<file path="src/core/rx_ohd_map.svh">
// Purpose: Constants for the receive overhead drop ports
// Assumes: System clock of 100 MHz; port clocks made by fractional dividers
// Notes:   Rates in kHz so the divider ratios stay exact
`ifndef RX_OHD_MAP_SVH
`define RX_OHD_MAP_SVH

// Timing
`define SYS_CLK_KHZ     17'h186A0
`define TOH_CLK_KHZ     17'h097E0
`define SP_CLK_KHZ      17'h00870
`define NCO_W           17

// Field layout
`define BYTE_W          8
`define NIBBLE_W        4
`define BYTE_HI_MSB     7
`define BYTE_HI_LSB     4
`define BIT_COUNT_W     3
`define BITS_AFTER_MSB  3'h7

// Reset values
`define BYTE_RESET      8'h00
`define NIBBLE_RESET    4'h0
`define NCO_RESET       17'h00000

`endif

</file>
<file path="src/core/rx_ohd_pkg.sv">
// Purpose: Types and shared arithmetic for the receive overhead drop ports
// Assumes: rx_ohd_map.svh supplies every number
// Notes:   The divider step is shared by the overhead and special purpose clocks
`include "rx_ohd_map.svh"

package rx_ohd_pkg;

   typedef enum logic {
      TOH_HIGH_NEXT,
      TOH_LOW_NEXT
   } toh_phase_t;

   // One step of a fractional divider: returns {wrap, new accumulator}
   function automatic logic [`NCO_W:0] nco_step(input logic [`NCO_W-1:0] acc,
                                                 input logic [`NCO_W-1:0] inc);
      logic [`NCO_W:0] sum;
      sum = {1'b0, acc} + {1'b0, inc};
      if (sum >= {1'b0, `SYS_CLK_KHZ}) begin
         sum = sum - {1'b0, `SYS_CLK_KHZ};
         nco_step = {1'b1, sum[`NCO_W-1:0]};
      end else begin
         nco_step = {1'b0, sum[`NCO_W-1:0]};
      end
   endfunction

   // Toggle increment: two toggles per output period
   function automatic logic [`NCO_W-1:0] toggle_inc(input logic [`NCO_W-1:0] khz);
      toggle_inc = {khz[`NCO_W-2:0], 1'b0};
   endfunction

endpackage

</file>
<file path="src/core/rx_overhead_drop_ports.sv">
// Purpose: Receive overhead drop ports: two special purpose serial ports and
//          a 4-bit transport overhead port, each with its own supplied clock
// Assumes: Overhead and special purpose bytes arrive on clk from the framer
// Notes:   Port clocks come from fractional dividers, so single periods jitter
//          by one system cycle while the average rate is exact
module rx_overhead_drop_ports
   import rx_ohd_pkg::*;
(
   // System
   input  wire logic                  clk,
   input  wire logic                  rst,
   // Static configuration pins
   input  wire logic                  toh_valid_active_high,
   input  wire logic                  sp1_valid_active_high,
   input  wire logic                  sp2_valid_active_high,
   input  wire logic                  sp1_clock_gapped,
   input  wire logic                  sp2_clock_gapped,
   // Extracted overhead bytes from the framer
   input  wire logic [`BYTE_W-1:0]    toh_byte_in,
   input  wire logic                  toh_byte_valid,
   input  wire logic                  toh_byte_sof,
   output logic                       toh_byte_ready,
   // Special purpose byte sources
   input  wire logic [`BYTE_W-1:0]    sp1_byte_in,
   input  wire logic                  sp1_byte_valid,
   input  wire logic                  sp1_byte_sof,
   output logic                       sp1_byte_ready,
   input  wire logic [`BYTE_W-1:0]    sp2_byte_in,
   input  wire logic                  sp2_byte_valid,
   input  wire logic                  sp2_byte_sof,
   output logic                       sp2_byte_ready,
   // Transport overhead drop port
   output logic                       toh_drop_clock,
   output logic [`NIBBLE_W-1:0]       toh_drop_nibble,
   output logic                       toh_drop_valid,
   output logic                       toh_drop_frame_pulse,
   // Special purpose drop ports
   output logic                       sp_port1_clock,
   output logic                       sp_port1_serial_out,
   output logic                       sp_port1_valid,
   output logic                       sp_port2_clock,
   output logic                       sp_port2_serial_out,
   output logic                       sp_port2_valid,
   output logic                       sp_frame_pulse
);

   localparam int CFG_W = 5;

   // Configuration pins are asynchronous straps: two flops before use
   // Kept out of reset so the valids leave reset at their idle level
   logic [CFG_W-1:0]        cfg_meta_reg;
   logic [CFG_W-1:0]        cfg_sync_reg;

   always_ff @(posedge clk) begin
      cfg_meta_reg <= {toh_valid_active_high, sp1_valid_active_high,
                       sp2_valid_active_high, sp1_clock_gapped, sp2_clock_gapped};
      cfg_sync_reg <= cfg_meta_reg;
   end

   logic cfg_toh_pol;
   logic cfg_sp1_pol;
   logic cfg_sp2_pol;
   logic cfg_sp1_gap;
   logic cfg_sp2_gap;

   assign cfg_toh_pol = cfg_sync_reg[4];
   assign cfg_sp1_pol = cfg_sync_reg[3];
   assign cfg_sp2_pol = cfg_sync_reg[2];
   assign cfg_sp1_gap = cfg_sync_reg[1];
   assign cfg_sp2_gap = cfg_sync_reg[0];

   // Port clock dividers: phase toggles on each wrap of the accumulator
   logic [`NCO_W-1:0]       toh_acc_reg, toh_acc_next;
   logic                    toh_ph_reg,  toh_ph_next;
   logic [`NCO_W-1:0]       sp_acc_reg,  sp_acc_next;
   logic                    sp_ph_reg,   sp_ph_next;
   logic                    toh_rise, toh_fall;
   logic                    sp_rise,  sp_fall;
   logic [`NCO_W:0]         toh_step, sp_step;

   always_comb begin
      toh_step     = nco_step(toh_acc_reg, toggle_inc(`TOH_CLK_KHZ));
      sp_step      = nco_step(sp_acc_reg, toggle_inc(`SP_CLK_KHZ));
      toh_acc_next = toh_step[`NCO_W-1:0];
      sp_acc_next  = sp_step[`NCO_W-1:0];
      toh_rise     = toh_step[`NCO_W] & ~toh_ph_reg;
      toh_fall     = toh_step[`NCO_W] & toh_ph_reg;
      sp_rise      = sp_step[`NCO_W] & ~sp_ph_reg;
      sp_fall      = sp_step[`NCO_W] & sp_ph_reg;
      toh_ph_next  = toh_ph_reg ^ toh_step[`NCO_W];
      sp_ph_next   = sp_ph_reg ^ sp_step[`NCO_W];
   end

   always_ff @(posedge clk) begin
      if (rst) begin
         toh_acc_reg <= `NCO_RESET;
         toh_ph_reg  <= 1'b0;
         sp_acc_reg  <= `NCO_RESET;
         sp_ph_reg   <= 1'b0;
      end else begin
         toh_acc_reg <= toh_acc_next;
         toh_ph_reg  <= toh_ph_next;
         sp_acc_reg  <= sp_acc_next;
         sp_ph_reg   <= sp_ph_next;
      end
   end

   // Transport overhead port: one byte held, split into two nibbles
   logic [`BYTE_W-1:0]      toh_hold_reg,  toh_hold_next;
   logic                    toh_full_reg,  toh_full_next;
   logic                    toh_sof_reg,   toh_sof_next;
   logic [`NIBBLE_W-1:0]    toh_low_reg,   toh_low_next;
   toh_phase_t              toh_state_reg, toh_state_next;
   logic [`NIBBLE_W-1:0]    toh_nib_reg,   toh_nib_next;
   logic                    toh_vld_reg,   toh_vld_next;
   logic                    toh_fp_reg,    toh_fp_next;
   logic                    toh_rdy_reg,   toh_rdy_next;
   logic                    toh_busy;

   always_comb begin
      toh_hold_next  = toh_hold_reg;
      toh_full_next  = toh_full_reg;
      toh_sof_next   = toh_sof_reg;
      toh_low_next   = toh_low_reg;
      toh_state_next = toh_state_reg;
      toh_nib_next   = toh_nib_reg;
      toh_vld_next   = toh_vld_reg;
      toh_fp_next    = toh_fp_reg;
      toh_busy       = 1'b0;
      if (toh_fall) begin
         // Nibble, valid and frame pulse of the port change only here
         toh_fp_next = 1'b0;
         unique case (toh_state_reg)
            TOH_LOW_NEXT: begin
               toh_nib_next   = toh_low_reg;
               toh_state_next = TOH_HIGH_NEXT;
               toh_busy       = 1'b1;
            end
            TOH_HIGH_NEXT: begin
               if (toh_full_reg) begin
                  // Bytes leave in the order taken
                  toh_nib_next   = toh_hold_reg[`BYTE_HI_MSB:`BYTE_HI_LSB];
                  toh_low_next   = toh_hold_reg[`NIBBLE_W-1:0];
                  toh_fp_next    = toh_sof_reg;
                  toh_full_next  = 1'b0;
                  toh_state_next = TOH_LOW_NEXT;
                  toh_busy       = 1'b1;
               end
            end
         endcase
         toh_vld_next = cfg_toh_pol ? toh_busy : ~toh_busy;
      end
      // Refill after the byte has left; the framer waits on ready
      if (toh_byte_valid && toh_rdy_reg) begin
         toh_hold_next = toh_byte_in;
         toh_sof_next  = toh_byte_sof;
         toh_full_next = 1'b1;
      end
      toh_rdy_next = ~toh_full_next;
   end

   always_ff @(posedge clk) begin
      if (rst) begin
         toh_hold_reg  <= `BYTE_RESET;
         toh_full_reg  <= 1'b0;
         toh_sof_reg   <= 1'b0;
         toh_low_reg   <= `NIBBLE_RESET;
         toh_state_reg <= TOH_HIGH_NEXT;
         toh_nib_reg   <= `NIBBLE_RESET;
         toh_vld_reg   <= ~cfg_toh_pol;
         toh_fp_reg    <= 1'b0;
         toh_rdy_reg   <= 1'b0;
      end else begin
         toh_hold_reg  <= toh_hold_next;
         toh_full_reg  <= toh_full_next;
         toh_sof_reg   <= toh_sof_next;
         toh_low_reg   <= toh_low_next;
         toh_state_reg <= toh_state_next;
         toh_nib_reg   <= toh_nib_next;
         toh_vld_reg   <= toh_vld_next;
         toh_fp_reg    <= toh_fp_next;
         toh_rdy_reg   <= toh_rdy_next;
      end
   end

   // Special purpose ports share one phase so one frame pulse serves both
   logic sp1_first;
   logic sp2_first;

   sp_serial_port u_sp1 (
      .clk               (clk),
      .rst               (rst),
      .rise_en           (sp_rise),
      .fall_en           (sp_fall),
      .valid_active_high (cfg_sp1_pol),
      .clock_gapped      (cfg_sp1_gap),
      .byte_in           (sp1_byte_in),
      .byte_valid        (sp1_byte_valid),
      .byte_sof          (sp1_byte_sof),
      .byte_ready        (sp1_byte_ready),
      .port_clock        (sp_port1_clock),
      .serial_out        (sp_port1_serial_out),
      .valid_out         (sp_port1_valid),
      .first_bit_next    (sp1_first)
   );

   sp_serial_port u_sp2 (
      .clk               (clk),
      .rst               (rst),
      .rise_en           (sp_rise),
      .fall_en           (sp_fall),
      .valid_active_high (cfg_sp2_pol),
      .clock_gapped      (cfg_sp2_gap),
      .byte_in           (sp2_byte_in),
      .byte_valid        (sp2_byte_valid),
      .byte_sof          (sp2_byte_sof),
      .byte_ready        (sp2_byte_ready),
      .port_clock        (sp_port2_clock),
      .serial_out        (sp_port2_serial_out),
      .valid_out         (sp_port2_valid),
      .first_bit_next    (sp2_first)
   );

   logic sp_fp_reg, sp_fp_next;

   always_comb begin
      sp_fp_next = sp_fp_reg;
      if (sp_fall) begin
         sp_fp_next = sp1_first | sp2_first;
      end
   end

   always_ff @(posedge clk) begin
      if (rst) begin
         sp_fp_reg <= 1'b0;
      end else begin
         sp_fp_reg <= sp_fp_next;
      end
   end

   assign toh_byte_ready       = toh_rdy_reg;
   assign toh_drop_clock       = toh_ph_reg;
   assign toh_drop_nibble      = toh_nib_reg;
   assign toh_drop_valid       = toh_vld_reg;
   assign toh_drop_frame_pulse = toh_fp_reg;
   assign sp_frame_pulse       = sp_fp_reg;

endmodule

</file>
<file path="src/core/sp_serial_port.sv">
// Purpose: One receive special purpose serial output port
// Assumes: rise_en and fall_en are one-cycle pulses of the shared port clock phase;
//          valid_active_high has settled while rst is held
// Notes:   One byte of holding keeps the serial stream seamless across bytes
module sp_serial_port
   import rx_ohd_pkg::*;
(
   // System
   input  wire logic                  clk,
   input  wire logic                  rst,
   // Port clock phase events
   input  wire logic                  rise_en,
   input  wire logic                  fall_en,
   // Configuration
   input  wire logic                  valid_active_high,
   input  wire logic                  clock_gapped,
   // Byte source
   input  wire logic [`BYTE_W-1:0]    byte_in,
   input  wire logic                  byte_valid,
   input  wire logic                  byte_sof,
   output logic                       byte_ready,
   // Serial side
   output logic                       port_clock,
   output logic                       serial_out,
   output logic                       valid_out,
   output logic                       first_bit_next
);

   logic [`BYTE_W-1:0]      hold_reg,  hold_next;
   logic                    full_reg,  full_next;
   logic                    sof_reg,   sof_next;
   logic [`BYTE_W-1:0]      shift_reg, shift_next;
   logic [`BIT_COUNT_W-1:0] cnt_reg,   cnt_next;
   logic                    busy_reg,  busy_next;
   logic                    bit_reg,   bit_next;
   logic                    vout_reg,  vout_next;
   logic                    pclk_reg,  pclk_next;
   logic                    rdy_reg,   rdy_next;

   always_comb begin
      hold_next      = hold_reg;
      full_next      = full_reg;
      sof_next       = sof_reg;
      shift_next     = shift_reg;
      cnt_next       = cnt_reg;
      busy_next      = busy_reg;
      bit_next       = bit_reg;
      vout_next      = vout_reg;
      pclk_next      = pclk_reg;
      first_bit_next = 1'b0;
      if (fall_en) begin
         // Data and qualifier move only as the port clock falls
         pclk_next = 1'b0;
         if (busy_reg && cnt_reg != '0) begin
            bit_next   = shift_reg[`BYTE_W-1];
            shift_next = {shift_reg[`BYTE_W-2:0], 1'b0};
            cnt_next   = cnt_reg - 1'b1;
         end else if (full_reg) begin
            bit_next       = hold_reg[`BYTE_W-1];
            shift_next     = {hold_reg[`BYTE_W-2:0], 1'b0};
            cnt_next       = `BITS_AFTER_MSB;
            busy_next      = 1'b1;
            full_next      = 1'b0;
            first_bit_next = sof_reg;
         end else begin
            busy_next = 1'b0;
         end
         // Qualifier at the selected level while a bit is out
         vout_next = valid_active_high ? busy_next : ~busy_next;
      end else if (rise_en) begin
         // Gapped mode drops the pulse when no bit is out
         pclk_next = ~clock_gapped | busy_reg;
      end
      if (byte_valid && rdy_reg) begin
         hold_next = byte_in;
         sof_next  = byte_sof;
         full_next = 1'b1;
      end
      rdy_next = ~full_next;
   end

   always_ff @(posedge clk) begin
      if (rst) begin
         hold_reg  <= `BYTE_RESET;
         full_reg  <= 1'b0;
         sof_reg   <= 1'b0;
         shift_reg <= `BYTE_RESET;
         cnt_reg   <= '0;
         busy_reg  <= 1'b0;
         bit_reg   <= 1'b0;
         vout_reg  <= ~valid_active_high;
         pclk_reg  <= 1'b0;
         rdy_reg   <= 1'b0;
      end else begin
         hold_reg  <= hold_next;
         full_reg  <= full_next;
         sof_reg   <= sof_next;
         shift_reg <= shift_next;
         cnt_reg   <= cnt_next;
         busy_reg  <= busy_next;
         bit_reg   <= bit_next;
         vout_reg  <= vout_next;
         pclk_reg  <= pclk_next;
         rdy_reg   <= rdy_next;
      end
   end

   assign byte_ready = rdy_reg;
   assign port_clock = pclk_reg;
   assign serial_out = bit_reg;
   assign valid_out  = vout_reg;

endmodule

</file>
<file path="config.mk">
export PLATFORM = sky130hd
export DESIGN_NAME = rx_overhead_drop_ports
export DESIGN_NICKNAME = d
export VERILOG_FILES = /design/src/core/rx_ohd_pkg.sv /design/src/core/rx_overhead_drop_ports.sv /design/src/core/sp_serial_port.sv
export VERILOG_INCLUDE_DIRS = /design/src /design/src/core
export SDC_FILE = /design/constraint.sdc
export NUM_CORES = 1
export LEC_CHECK = 0
export ABC_AREA = 1
export BUFFER_PORTS_ARGS = -buffer_cell sky130_fd_sc_hd__buf_2
export CELL_PAD_IN_SITES_DETAIL_PLACEMENT = 0
export CELL_PAD_IN_SITES_GLOBAL_PLACEMENT = 1
export CORE_ASPECT_RATIO = 0.9
export CORE_MARGIN = 8
export CORE_UTILIZATION = 46
export DETAILED_ROUTE_END_ITERATION = 16
export PLACE_DENSITY_LB_ADDON = 0.12
export SLEW_MARGIN = 20
export SYNTH_ARGS = -nofsm -noshare
export SYNTH_HDL_FRONTEND = slang
export SYNTH_SLANG_ARGS = --single-unit
</file>
<file path="constraint.sdc">
create_clock -name clk -period 6.2 [get_ports clk]
set_input_delay 0.31 -clock clk [delete_from_list [all_inputs] [get_ports clk]]
set_output_delay 0.31 -clock clk [all_outputs]
set_load 0.005 [all_outputs]
</file>
# After elaboration in Yosys (flattened, before gate mapping)
# Index checks and enable logic that the tools add are counted.
[op_classes]
addsub = 6
order_cmp = 2
eq_ne = 1
muxes = 52
bitwise_logic = 21
reduce_logical = 16
[ops]
columns = ["cell", "n"]
rows = [
  ["2-to-1 mux 1 bit", 38],
  [">= comparator 18 x 17 -> 1 bit (second input constant)", 2],
  ["2-to-1 mux 18 bit", 2],
  ["subtractor 17 bit (second input constant)", 2],
  ["2-to-1 mux 8 bit", 4],
  ["adder 17 x 13 -> 18 bit (second input constant)", 1],
  ["adder 17 x 17 -> 18 bit (second input constant)", 1],
  ["NOT 1 bit", 13],
  ["2-to-1 mux 3 bit", 4],
  ["one-hot mux 4 bit (2 select lines)", 1],
  ["nonzero test 2 bit", 4],
  ["AND reduction 2 bit", 3],
  ["nonzero test 3 bit", 2],
  ["subtractor 3 x 1 -> 3 bit (second input constant)", 2],
  ["logical AND 1 bit", 5],
  ["2-to-1 mux 4 bit", 1],
  ["one-hot mux 1 bit (2 select lines)", 2],
  ["bitwise AND 1 bit", 3],
  ["bitwise OR 1 bit", 3],
  ["AND reduction 3 bit", 1],
  ["!= test 2 bit (second input constant)", 1],
  ["OR reduction 2 bit", 1],
  ["bitwise XOR 1 bit", 2],
]
[totals]
ff_bits = 121
input_bits = 37
elab_cells = 134

# Depth between registers and ports, before layout
# Gate-level depths: netlist (run 1).
[logic_depth]
depth_word = 9
depth_mapped = 19
depth_no_buf = 18

# Hierarchy
# A second synthesis (run 1) with hierarchy kept.
[hier_totals]
cells_unflattened = 766
area_unflattened_um2 = 5495.3
[by_module_without_submodules]
columns = ["mod", "instances", "cells_each", "area_per_inst_um2", "seq_area_each_um2"]
rows = [
  ["rx_overhead_drop_ports", 1, 460, 3188.1, 1191.1],
  ["sp_serial_port", 2, 153, 1153.6, 510.5],
]

# Least setup slack after synthesis (run 1)
# OpenSTA, ideal clock, no wires.
[synth_timing]
kind = "register -> register"
from = "reg sp_acc_reg[5]"
to = "reg u_sp1.bit_reg, in the netlist u_sp1.serial_out"
setup_time_ns = 0.074
arrival_time_ns = 2.589
path_slack_ns = 3.537
stages_incl_launch_ff = 18
path_cell_list = "dfxtp_1 > inv_2 > ha_1 > nand2_2 > nand3_2 > nand2_2 > xnor2_1 > nand2_1 > inv_1 > nand3_2 > nand3_2 > buf_6 > ha_1 > inv_1 > nor2_1 > buf_2 > o21ai_0 > a31oi_1"
[synth_via]
elab_chain_len = 5
[synth_lines]
columns = ["item", "line", "text"]
rows = [
  ["from (decl)", "rx_overhead_drop_ports.sv:75", "logic [`NCO_W-1:0] sp_acc_reg, sp_acc_next;"],
  ["from (signal assigned)", "rx_overhead_drop_ports.sv:98", "sp_acc_reg <= `NCO_RESET;"],
  ["from (signal assigned)", "rx_overhead_drop_ports.sv:103", "sp_acc_reg <= sp_acc_next;"],
  ["adder 17 x 13 -> 18 bit", "rx_ohd_pkg.sv:17", "sum = {1'b0, acc} + {1'b0, inc};"],
  [">= comparator 18 x 17 -> 1 bit", "rx_ohd_pkg.sv:18", "if (sum >= {1'b0, `SYS_CLK_KHZ}) begin"],
  ["2-to-1 mux 18 bit", "rx_ohd_pkg.sv:18", ""],
  ["bitwise AND 1 bit", "rx_overhead_drop_ports.sv:89", "sp_fall = sp_step[`NCO_W] & sp_ph_reg;"],
  ["via sp_fall", "rx_overhead_drop_ports.sv:78", "logic sp_rise, sp_fall;"],
  ["AND reduction 2 bit (no source line)", "--", ""],
  ["to (signal assigned)", "sp_serial_port.sv:101", "bit_reg <= bit_next;"],
  ["to (decl)", "sp_serial_port.sv:35", "logic bit_reg, bit_next;"],
]
# The timed path passes the listed nets, and every way through them passes these cells.
# A chain may end at the register's enable or synchronous reset.

# Worst setup path after layout (run 1)
[layout_timing]
from = "reg sp_acc_reg[5]"
to = "reg u_sp1.cnt_reg[1]"
[layout_via]
elab_chain_len = 5
[layout_lines]
columns = ["item", "line", "text"]
rows = [
  ["adder 17 x 13 -> 18 bit", "rx_ohd_pkg.sv:17", ""],
  [">= comparator 18 x 17 -> 1 bit", "rx_ohd_pkg.sv:18", ""],
  ["2-to-1 mux 18 bit", "rx_ohd_pkg.sv:18", ""],
  ["bitwise AND 1 bit", "rx_overhead_drop_ports.sv:89", ""],
  ["via sp_fall", "rx_overhead_drop_ports.sv:78", ""],
  ["AND reduction 2 bit (no source line)", "--", ""],
  ["to (signal assigned)", "sp_serial_port.sv:99", "cnt_reg <= cnt_next;"],
  ["to (decl)", "sp_serial_port.sv:33", "logic [`BIT_COUNT_W-1:0] cnt_reg, cnt_next;"],
]
# The timed path passes the listed nets, and every way through them passes these cells.

==> flow_summary_export.csv, run 1 <==
group,metric,value,unit
detailed_routing,via_count,4434,
synth,yosys_warnings,0,
global_route,grt_max_degree,64,
critical_path,critical_path_buf_inv_count,4,
layout,num_antenna_cells,0,
global_route,grt_first_pass_wirelength,18700,um
place,pre_cts_ws,2.54,ns
detailed_routing,drc,0,
critical_path,start_kind,"register",
power,powerDensity,360,nW/um2
critical_path,critPathMaxFanout,17,
clock_network,cts_tree,"yes",
clock_network,cts_setup_buffers,0,
global_route,grt-ovfl-total,0,
job,max_cap_viol_count,0,
place,placed_area,5470,um2
critical_path,critPathArrivalTime,3.99,ns
layout,layout.nets,792,
synth,synth_area,5130,um2
clock_network,cts_sinks,109,
layout,design_area,5780,um2
power,p_sw_frac,0.352,
critical_path,slowest_delay,0.71,ns
floorplan,core_area,10900,um2
clock_network,post_cts_resize_count,0,
synth,synth_fp_nets,748,
detailed_routing,initialDrtViolationCount,299,
place,dp_hpwl,7880,um
critical_path,critPathRequiredTime,6.45,ns
power,p_sw,733,uW
floorplan,die_h,116,um
clock_network,clk_pin_slew_worst_paths,0.07,ns
power,vdd.ir_drop.worst,0.169,mV
sta,rsz0062_at_grt,"no",
layout,stdcell_count,896,
place,place_congestion,0.864,
detailed_routing,drtAntennaViolNets,0,
power,p_leak,2.48,nW
critical_path,endpoint_kind,"register",
power,power_frac_comb,0.315,
synth,netlist_instances,695,
clock_network,holdBufCountCts,0,
sta,finalClockSkew,0.00909,ns
sta,final-setup-viol-count,0,
sta,tns,0,ns
floorplan,initial_core_util,0.472,
sta,fmax,0.267,GHz
sta,setup_ws,2.45,ns
sta,slew_viol_final,0,
detailed_routing,vias_per_cell,4.95,
clock_network,cts_buffers,9,
clock_network,root_buffer,"clkbuf_16",
layout,syn_to_final_growth,12.8,%
floorplan,dieArea,14800,um2
critical_path,crit_family,"simple AND/OR/NAND/NOR gates",
sta,max-slew-margin-rel,0.393,
global_route,grt.total_usage,0.154,
synth,synth-seq-cells,109,
power,seqPwrFrac,0.400,
power,internal-power,1.35,mW
power,clockPowerShare,0.285,
layout,fill_cells,1080,
critical_path,crit_slowest_cell,"nor2_1",
critical_path,crit_chain,"inv_2 -> ha_1 -> inv_1 -> nand2_1 -> nand2_1 -> o21ai_1 -> nand2_1 -> nand3_1 -> nand3_1 -> nand2_1 -> nand3_2 -> ha_1 -> inv_1 -> nor2_1 -> inv_1 -> a221oi_1",
hold_path,min_path_type,"in -> reg",
floorplan,die_w,127,um
floorplan,rows,36,
global_route,grt_antenna_before_repair,0,
clock_network,cts_max_level,3,
detailed_routing,wl_per_cell,12.2,um
sta,timing.final.crit_share,0.604,
place,io_buffers,53,
sta,period_minus_slack,3.75,ns
clock_network,clk-insertion-delay-late,0.34,ns
critical_path,crit_type,"reg -> reg",
global_route,grt_pass1_vias,4149,
synth,synth.yosys.seq_area_share,0.432,
synth,synth_cell_type_count,36,
detailed_routing,wl,10900,um
clock_network,clock_path_buffers,2,
synth,syn_avg_cell_area,7.38,um2
layout,layout-drive-gt1-share,0.140,
place,numPlacedInstances,880,
sta,worstMarginPinSlew,0.907,ns
critical_path,cpMostUsedCell,"nand2_1",
floorplan,pin_count,54,
outcome,status,"complete, no violations",
detailed_routing,dr.pass1.iters,5,
sta,hold_violations,0,
-- per-stage QoR --
step | util | hold slack, ns | total power [mW]
after floorplan | - | 0.310 | 1.39
after global placement | 0.504 | 0.312 | 1.49
after detailed placement | 0.504 | 0.313 | 1.50
after CTS | 0.533 | 0.0461 | 2.10
after global routing | 0.533 | 0.0392 | 2.24
final | 0.533 | 0.0608 | 2.08
-- path summary, 6_finish.rpt --
path	start	end	slack [ns]	cells past startpoint
hold reg to reg	cfg_meta_reg[4]$_DFF_P_	cfg_sync_reg[4]$_DFF_P_	0.33	0
setup reg to reg	sp_acc_reg[5]$_SDFFE_PP0P_	u_sp1.cnt_reg[1]$_SDFFE_PP0P_	2.45	16
setup / recovery	sp_acc_reg[5]$_SDFFE_PP0P_	u_sp1.cnt_reg[1]$_SDFFE_PP0P_	2.45	16
hold / removal	sp2_clock_gapped	cfg_meta_reg[0]$_DFF_P_	0.06	1
-- worst reg2reg max path: stages (launching register included) --
cell and delay, ns:
dfxtp_1 0.40, inv_2 0.09, ha_1 0.23, inv_1 0.06, nand2_1 0.04, nand2_1 0.15
o21ai_1 0.12, nand2_1 0.11, nand3_1 0.11, nand3_1 0.16, nand2_1 0.27, nand3_2 0.33
ha_1 0.29, inv_1 0.11, nor2_1 0.71, inv_1 0.19, a221oi_1 0.26
-- cells by family after synthesis --
family / Yosys count / synth area share
buffers and inverters: 101 / 0.0820
AO/OA/AOI/OAI: 127 / 0.138
XOR/XNOR: 18 / 0.0308
adder cells (fa/ha/maj): 16 / 0.0391
flip-flops: 109 / 0.432
AND/OR/NAND/NOR: 324 / 0.278
-- metal layers --
metal	share of wire	vias up	track usage	wire length, um
li1	-	2349	-	-
met1	0.49	1977	0.190	5320
met2	0.45	98	0.259	4930
met3	0.051	10	0.0434	551
met4	0.0089	0	0.0404	97
met5	0	-	0	0
-- Yosys cell counts (all sizes together) --
master	instances	share of area
nand4	15	0.020
a221oi	4	0.0068
nor2	112	0.088
a21oi	33	0.033
clkinv	7	0.0054
xnor2	8	0.014
inv	73	0.053
o211ai	1	0.0015
clkbuf	11	0.0081
edfxtp	3	0.018
buf	10	0.015
a31oi	20	0.024
ha	16	0.039
nand2	148	0.12
xor2	10	0.017
nor3	1	0.0032
nand3b	1	0.0015
a211oi	3	0.0068
o21ai	66	0.066
nand3	46	0.048
dfxtp	106	0.41
and2	1	0.0012
-- cell usage in the layout, fill, tap and decap left out, drive strengths merged, types with 8 or more instances in the layout --
master and n:
a31oi 20, xnor2 8, clkbuf 12, ha 16
nand4 15, dfxtp 106, nor2 112, nand2 148
a21oi 33, buf 54, o21ai 66, nand3 46
inv 75, xor2 10
-- power groups by stage --
stage	Sequential, mW	Clock, mW	Combinational [mW]
final	0.831	0.593	0.655
after global routing	0.843	0.643	0.759
after CTS	0.832	0.613	0.655
after detailed placement	0.848	0	0.651
after global placement	0.846	0	0.643
after floorplan	0.833	0	0.557
-- area by class of cell --
| cell class | instances | area (um2) | share of cell area |
|---|---|---|---|
| multi-input combinational | 485 | 2490 | 0.431 |
| tap | 152 | 190 | 0.0329 |
| clock inverter | 4 | 55.1 | 0.00952 |
| inverter | 80 | 302 | 0.0522 |
| timing repair buffer | 54 | 273 | 0.0472 |
| sequential | 109 | 2210 | 0.383 |
| clock buffer | 12 | 256 | 0.0444 |
Power figures use the tool's default switching activity.
==> inputs of run 2 (changes only) <==
Settings changed: ABC_AREA 1 to 0, CORE_UTILIZATION 46 to 40.
Clock period 6.2 ns to 3.1 ns, I/O delays scaled along.
==> run 2 against run 1 <==
  * Die area rose by 14%
  * Sequential power is 110% higher
  * Synthesized cell count fell by 13%
  * Global-route usage is 1.6 points lower
  * Worst hold slack got worse by 0.025 ns
  * Via count down 3.8%
  * Utilization decreased by 4.7 points
  * Design area rose by 6.2%
  * Maximum frequency rose by 26%
  * Clock skew shrank 0.0021 ns
  * Setup slack got worse by 2.3 ns
  * Largest power group unchanged
  * Highest routed layer unchanged
==> flow_summary_export.csv, run 2 <==
group,metric,value,unit
layout,layout-drive-gt1-share,0.200,
detailed_routing,wl_per_cell,13.6,um
place,placed_area,5690,um2
sta,final-setup-viol-count,0,
critical_path,critPathMaxFanout,14,
synth,synth_cell_type_count,68,
floorplan,dieArea,16800,um2
synth,synth-seq-cells,109,
critical_path,start_kind,"register",
critical_path,crit_chain,"inv_4 -> ha_4 -> nor2b_4 -> or3_1 -> a21o_4 -> o41ai_4 -> a221oi_4 -> inv_2 -> ha_4 -> inv_8 -> nor2_4 -> buf_12 -> nor2_1 -> a311oi_1",
job,max_cap_viol_count,0,
floorplan,core_area,12600,um2
layout,final_cell_mix,"nand2_1 (105), dfxtp_1 (104), nor2_1 (67)",
sta,worstMarginPinSlew,0.818,ns
sta,setup_ws,0.117,ns
critical_path,crit_slowest_cell,"or3_1",
global_route,grt.total_usage,0.138,
detailed_routing,wl,11400,um
global_route,grt-ovfl-total,0,
critical_path,slowest_delay,0.43,ns
clock_network,cts_buffers,9,
synth,synth_area_leaders,"dfxtp_1 (41%), nand2_1 (7.6%), nor2_1 (5.0%)",
critical_path,crit_type,"reg -> reg",
hold_path,min_path_type,"in -> reg",
floorplan,initial_core_util,0.409,
place,numPlacedInstances,805,
detailed_routing,vias_per_cell,5.12,
sta,max-slew-margin-rel,0.455,
synth,synth_xor_area_frac,0.0441,
critical_path,reg2regPathDepth,14,
synth,post_synth_fa_ha_maj_area_fraction,0.0388,
critical_path,endpoint_kind,"register",
critical_path,crit_family,"compound AO/OA/AOI/OAI gates",
synth,synthMuxAreaShare,0.0216,
critical_path,cpMostUsedCell,"ha_4",
power,power.total,4.27,mW
synth,yosys_warnings,0,
sta,slew_viol_final,0,
layout,stdcell_count,834,
synth,synth_top_area_share,0.411,
power,vdd.ir_drop.worst,0.372,mV
synth,synth.yosys.seq_area_share,0.428,
critical_path,critPathArrivalTime,3.23,ns
sta,fmax,0.335,GHz
synth,yosys.cell_count.top_type,"dfxtp_1",
synth,synth_ff_type,"dfxtp_1",
synth,synth_top_family_by_area,"simple AND/OR/NAND/NOR gates",
synth,netlist_instances,605,
clock_network,root_buffer,"clkbuf_16",
hold_path,min_path_cells,3,
global_route,grt_pass1_vias,4089,
outcome,status,"complete, no violations",
critical_path,path_depth,14,
floorplan,die_w,136,um
synth,syn_avg_cell_area,8.54,um2
layout,design_area,6140,um2
floorplan,rows,39,
place,io_buffers,53,
layout,utilization,0.486,
clock_network,cts_max_level,3,
layout,layout.nets,718,
detailed_routing,drtAntennaViolNets,0,
clock_network,cts_tree,"yes",
global_route,grt_antenna_before_repair,0,
clock_network,clock_path_buffers,2,
global_route,grt_first_pass_wirelength,19100,um
synth,synth_common_cells,"dfxtp_1 (106), nand2_1 (105), nor2_1 (69)",
synth,synth_top_area_cell,"dfxtp_1",
layout,syn_to_final_growth,18.9,%
global_route,grt_max_degree,78,
sta,hold_slack,0.0360,ns
power,powerDensity,695,nW/um2
detailed_routing,dr.pass1.iters,4,
synth,synth_area,5170,um2
sta,tns,0,ns
place,pre_cts_ws,-0.0189,ns
power,p_leak,2.29,nW
detailed_routing,via_count,4266,
synth,yosys.area_share.simple,0.231,
clock_network,clk_pin_slew_worst_paths,0.08,ns
layout,layout_commonest_cell,"nand2_1",
layout,fill_cells,1201,
synth,async_flop_share,0,
synth,synth-edff-count,3,
detailed_routing,drc,0,
sta,period_minus_slack,2.98,ns
critical_path,critPathRequiredTime,3.35,ns
clock_network,clk-insertion-delay-late,0.35,ns
synth,synth_compound_area_frac,0.191,
clock_network,cts_sinks,109,
floorplan,die_h,124,um
detailed_routing,initialDrtViolationCount,282,
sta,timing.final.crit_share,0.962,
layout,num_antenna_cells,0,
floorplan,pin_count,54,
sta,hold_violations,0,
place,dp_hpwl,7770,um
critical_path,critical_path_buf_inv_count,4,
place,place_congestion,0.757,
synth,synth_fp_nets,658,
sta,finalClockSkew,0.00695,ns
run 2: timing repair:
item,in CTS,in global routing
cloned,1,1
endpoints found under the hold margin,5,0
resized for setup,2,7
setup endpoints to repair,11,39
pin swaps,1,2
hold buffers,5,0
setup buffers,3,3
run 2: kinds of logic after synthesis:
family	count (synthesis)
muxes	11
buffers and inverters	56
and+or+nand+nor	255
DFF	109
xor gates and xnor gates	26
AOI/OAI and AO/OA	132
adders and majority gates	16
run 2: layout make-up:
cell class,instances,area [um2],area share
repair buffers,78,493,0.0803
clock buffers,10,229,0.0373
flip-flops and latches,109,2220,0.361
well taps,164,205,0.0334
multi-input cells,442,2840,0.462
clock inverters,6,55.1,0.00896
inverters,25,104,0.0169
run 2: path summary, 6_finish.rpt:
kind                                                         to  slack (ns)                  startpoint
worst min-delay path               toh_hold_reg[5]$_SDFFE_PP0P_        0.04              toh_byte_in[5]
worst min register to register          cfg_sync_reg[2]$_DFF_P_        0.33     cfg_meta_reg[2]$_DFF_P_
worst max-delay path            u_sp2.shift_reg[6]$_SDFFE_PP0P_        0.12  sp_acc_reg[5]$_SDFFE_PP0P_
worst max register to register  u_sp2.shift_reg[6]$_SDFFE_PP0P_        0.12  sp_acc_reg[5]$_SDFFE_PP0P_
run 2: power breakdown:
part	leakage (nW)	switching, mW	internal (mW)	total [mW]
registers	0.898	0.167	1.55	1.71
logic	1.25	0.751	0.681	1.43
clock network	0.139	0.557	0.565	1.12
total	2.29	1.47	2.79	4.27
run 2: metal layers:
layer | routed length, um | vias up | part of all wire | track usage
li1 | - | 2211 | - | -
met1 | 5650 | 1984 | 0.50 | 0.179
met2 | 5170 | 63 | 0.46 | 0.221
met3 | 422 | 8 | 0.037 | 0.0383
met4 | 108 | 0 | 0.0095 | 0.0374
met5 | 0 | - | 0 | 0
run 2: worst reg2reg max path, cell delays in order (launching register included):
cell and delay [ns]:
dfxtp_4 0.42, inv_4 0.06, ha_4 0.18, nor2b_4 0.16, or3_1 0.43, a21o_4 0.25, o41ai_4 0.30, a221oi_4 0.14
inv_2 0.13, ha_4 0.18, inv_8 0.06, nor2_4 0.13, buf_12 0.14, nor2_1 0.05, a311oi_1 0.26
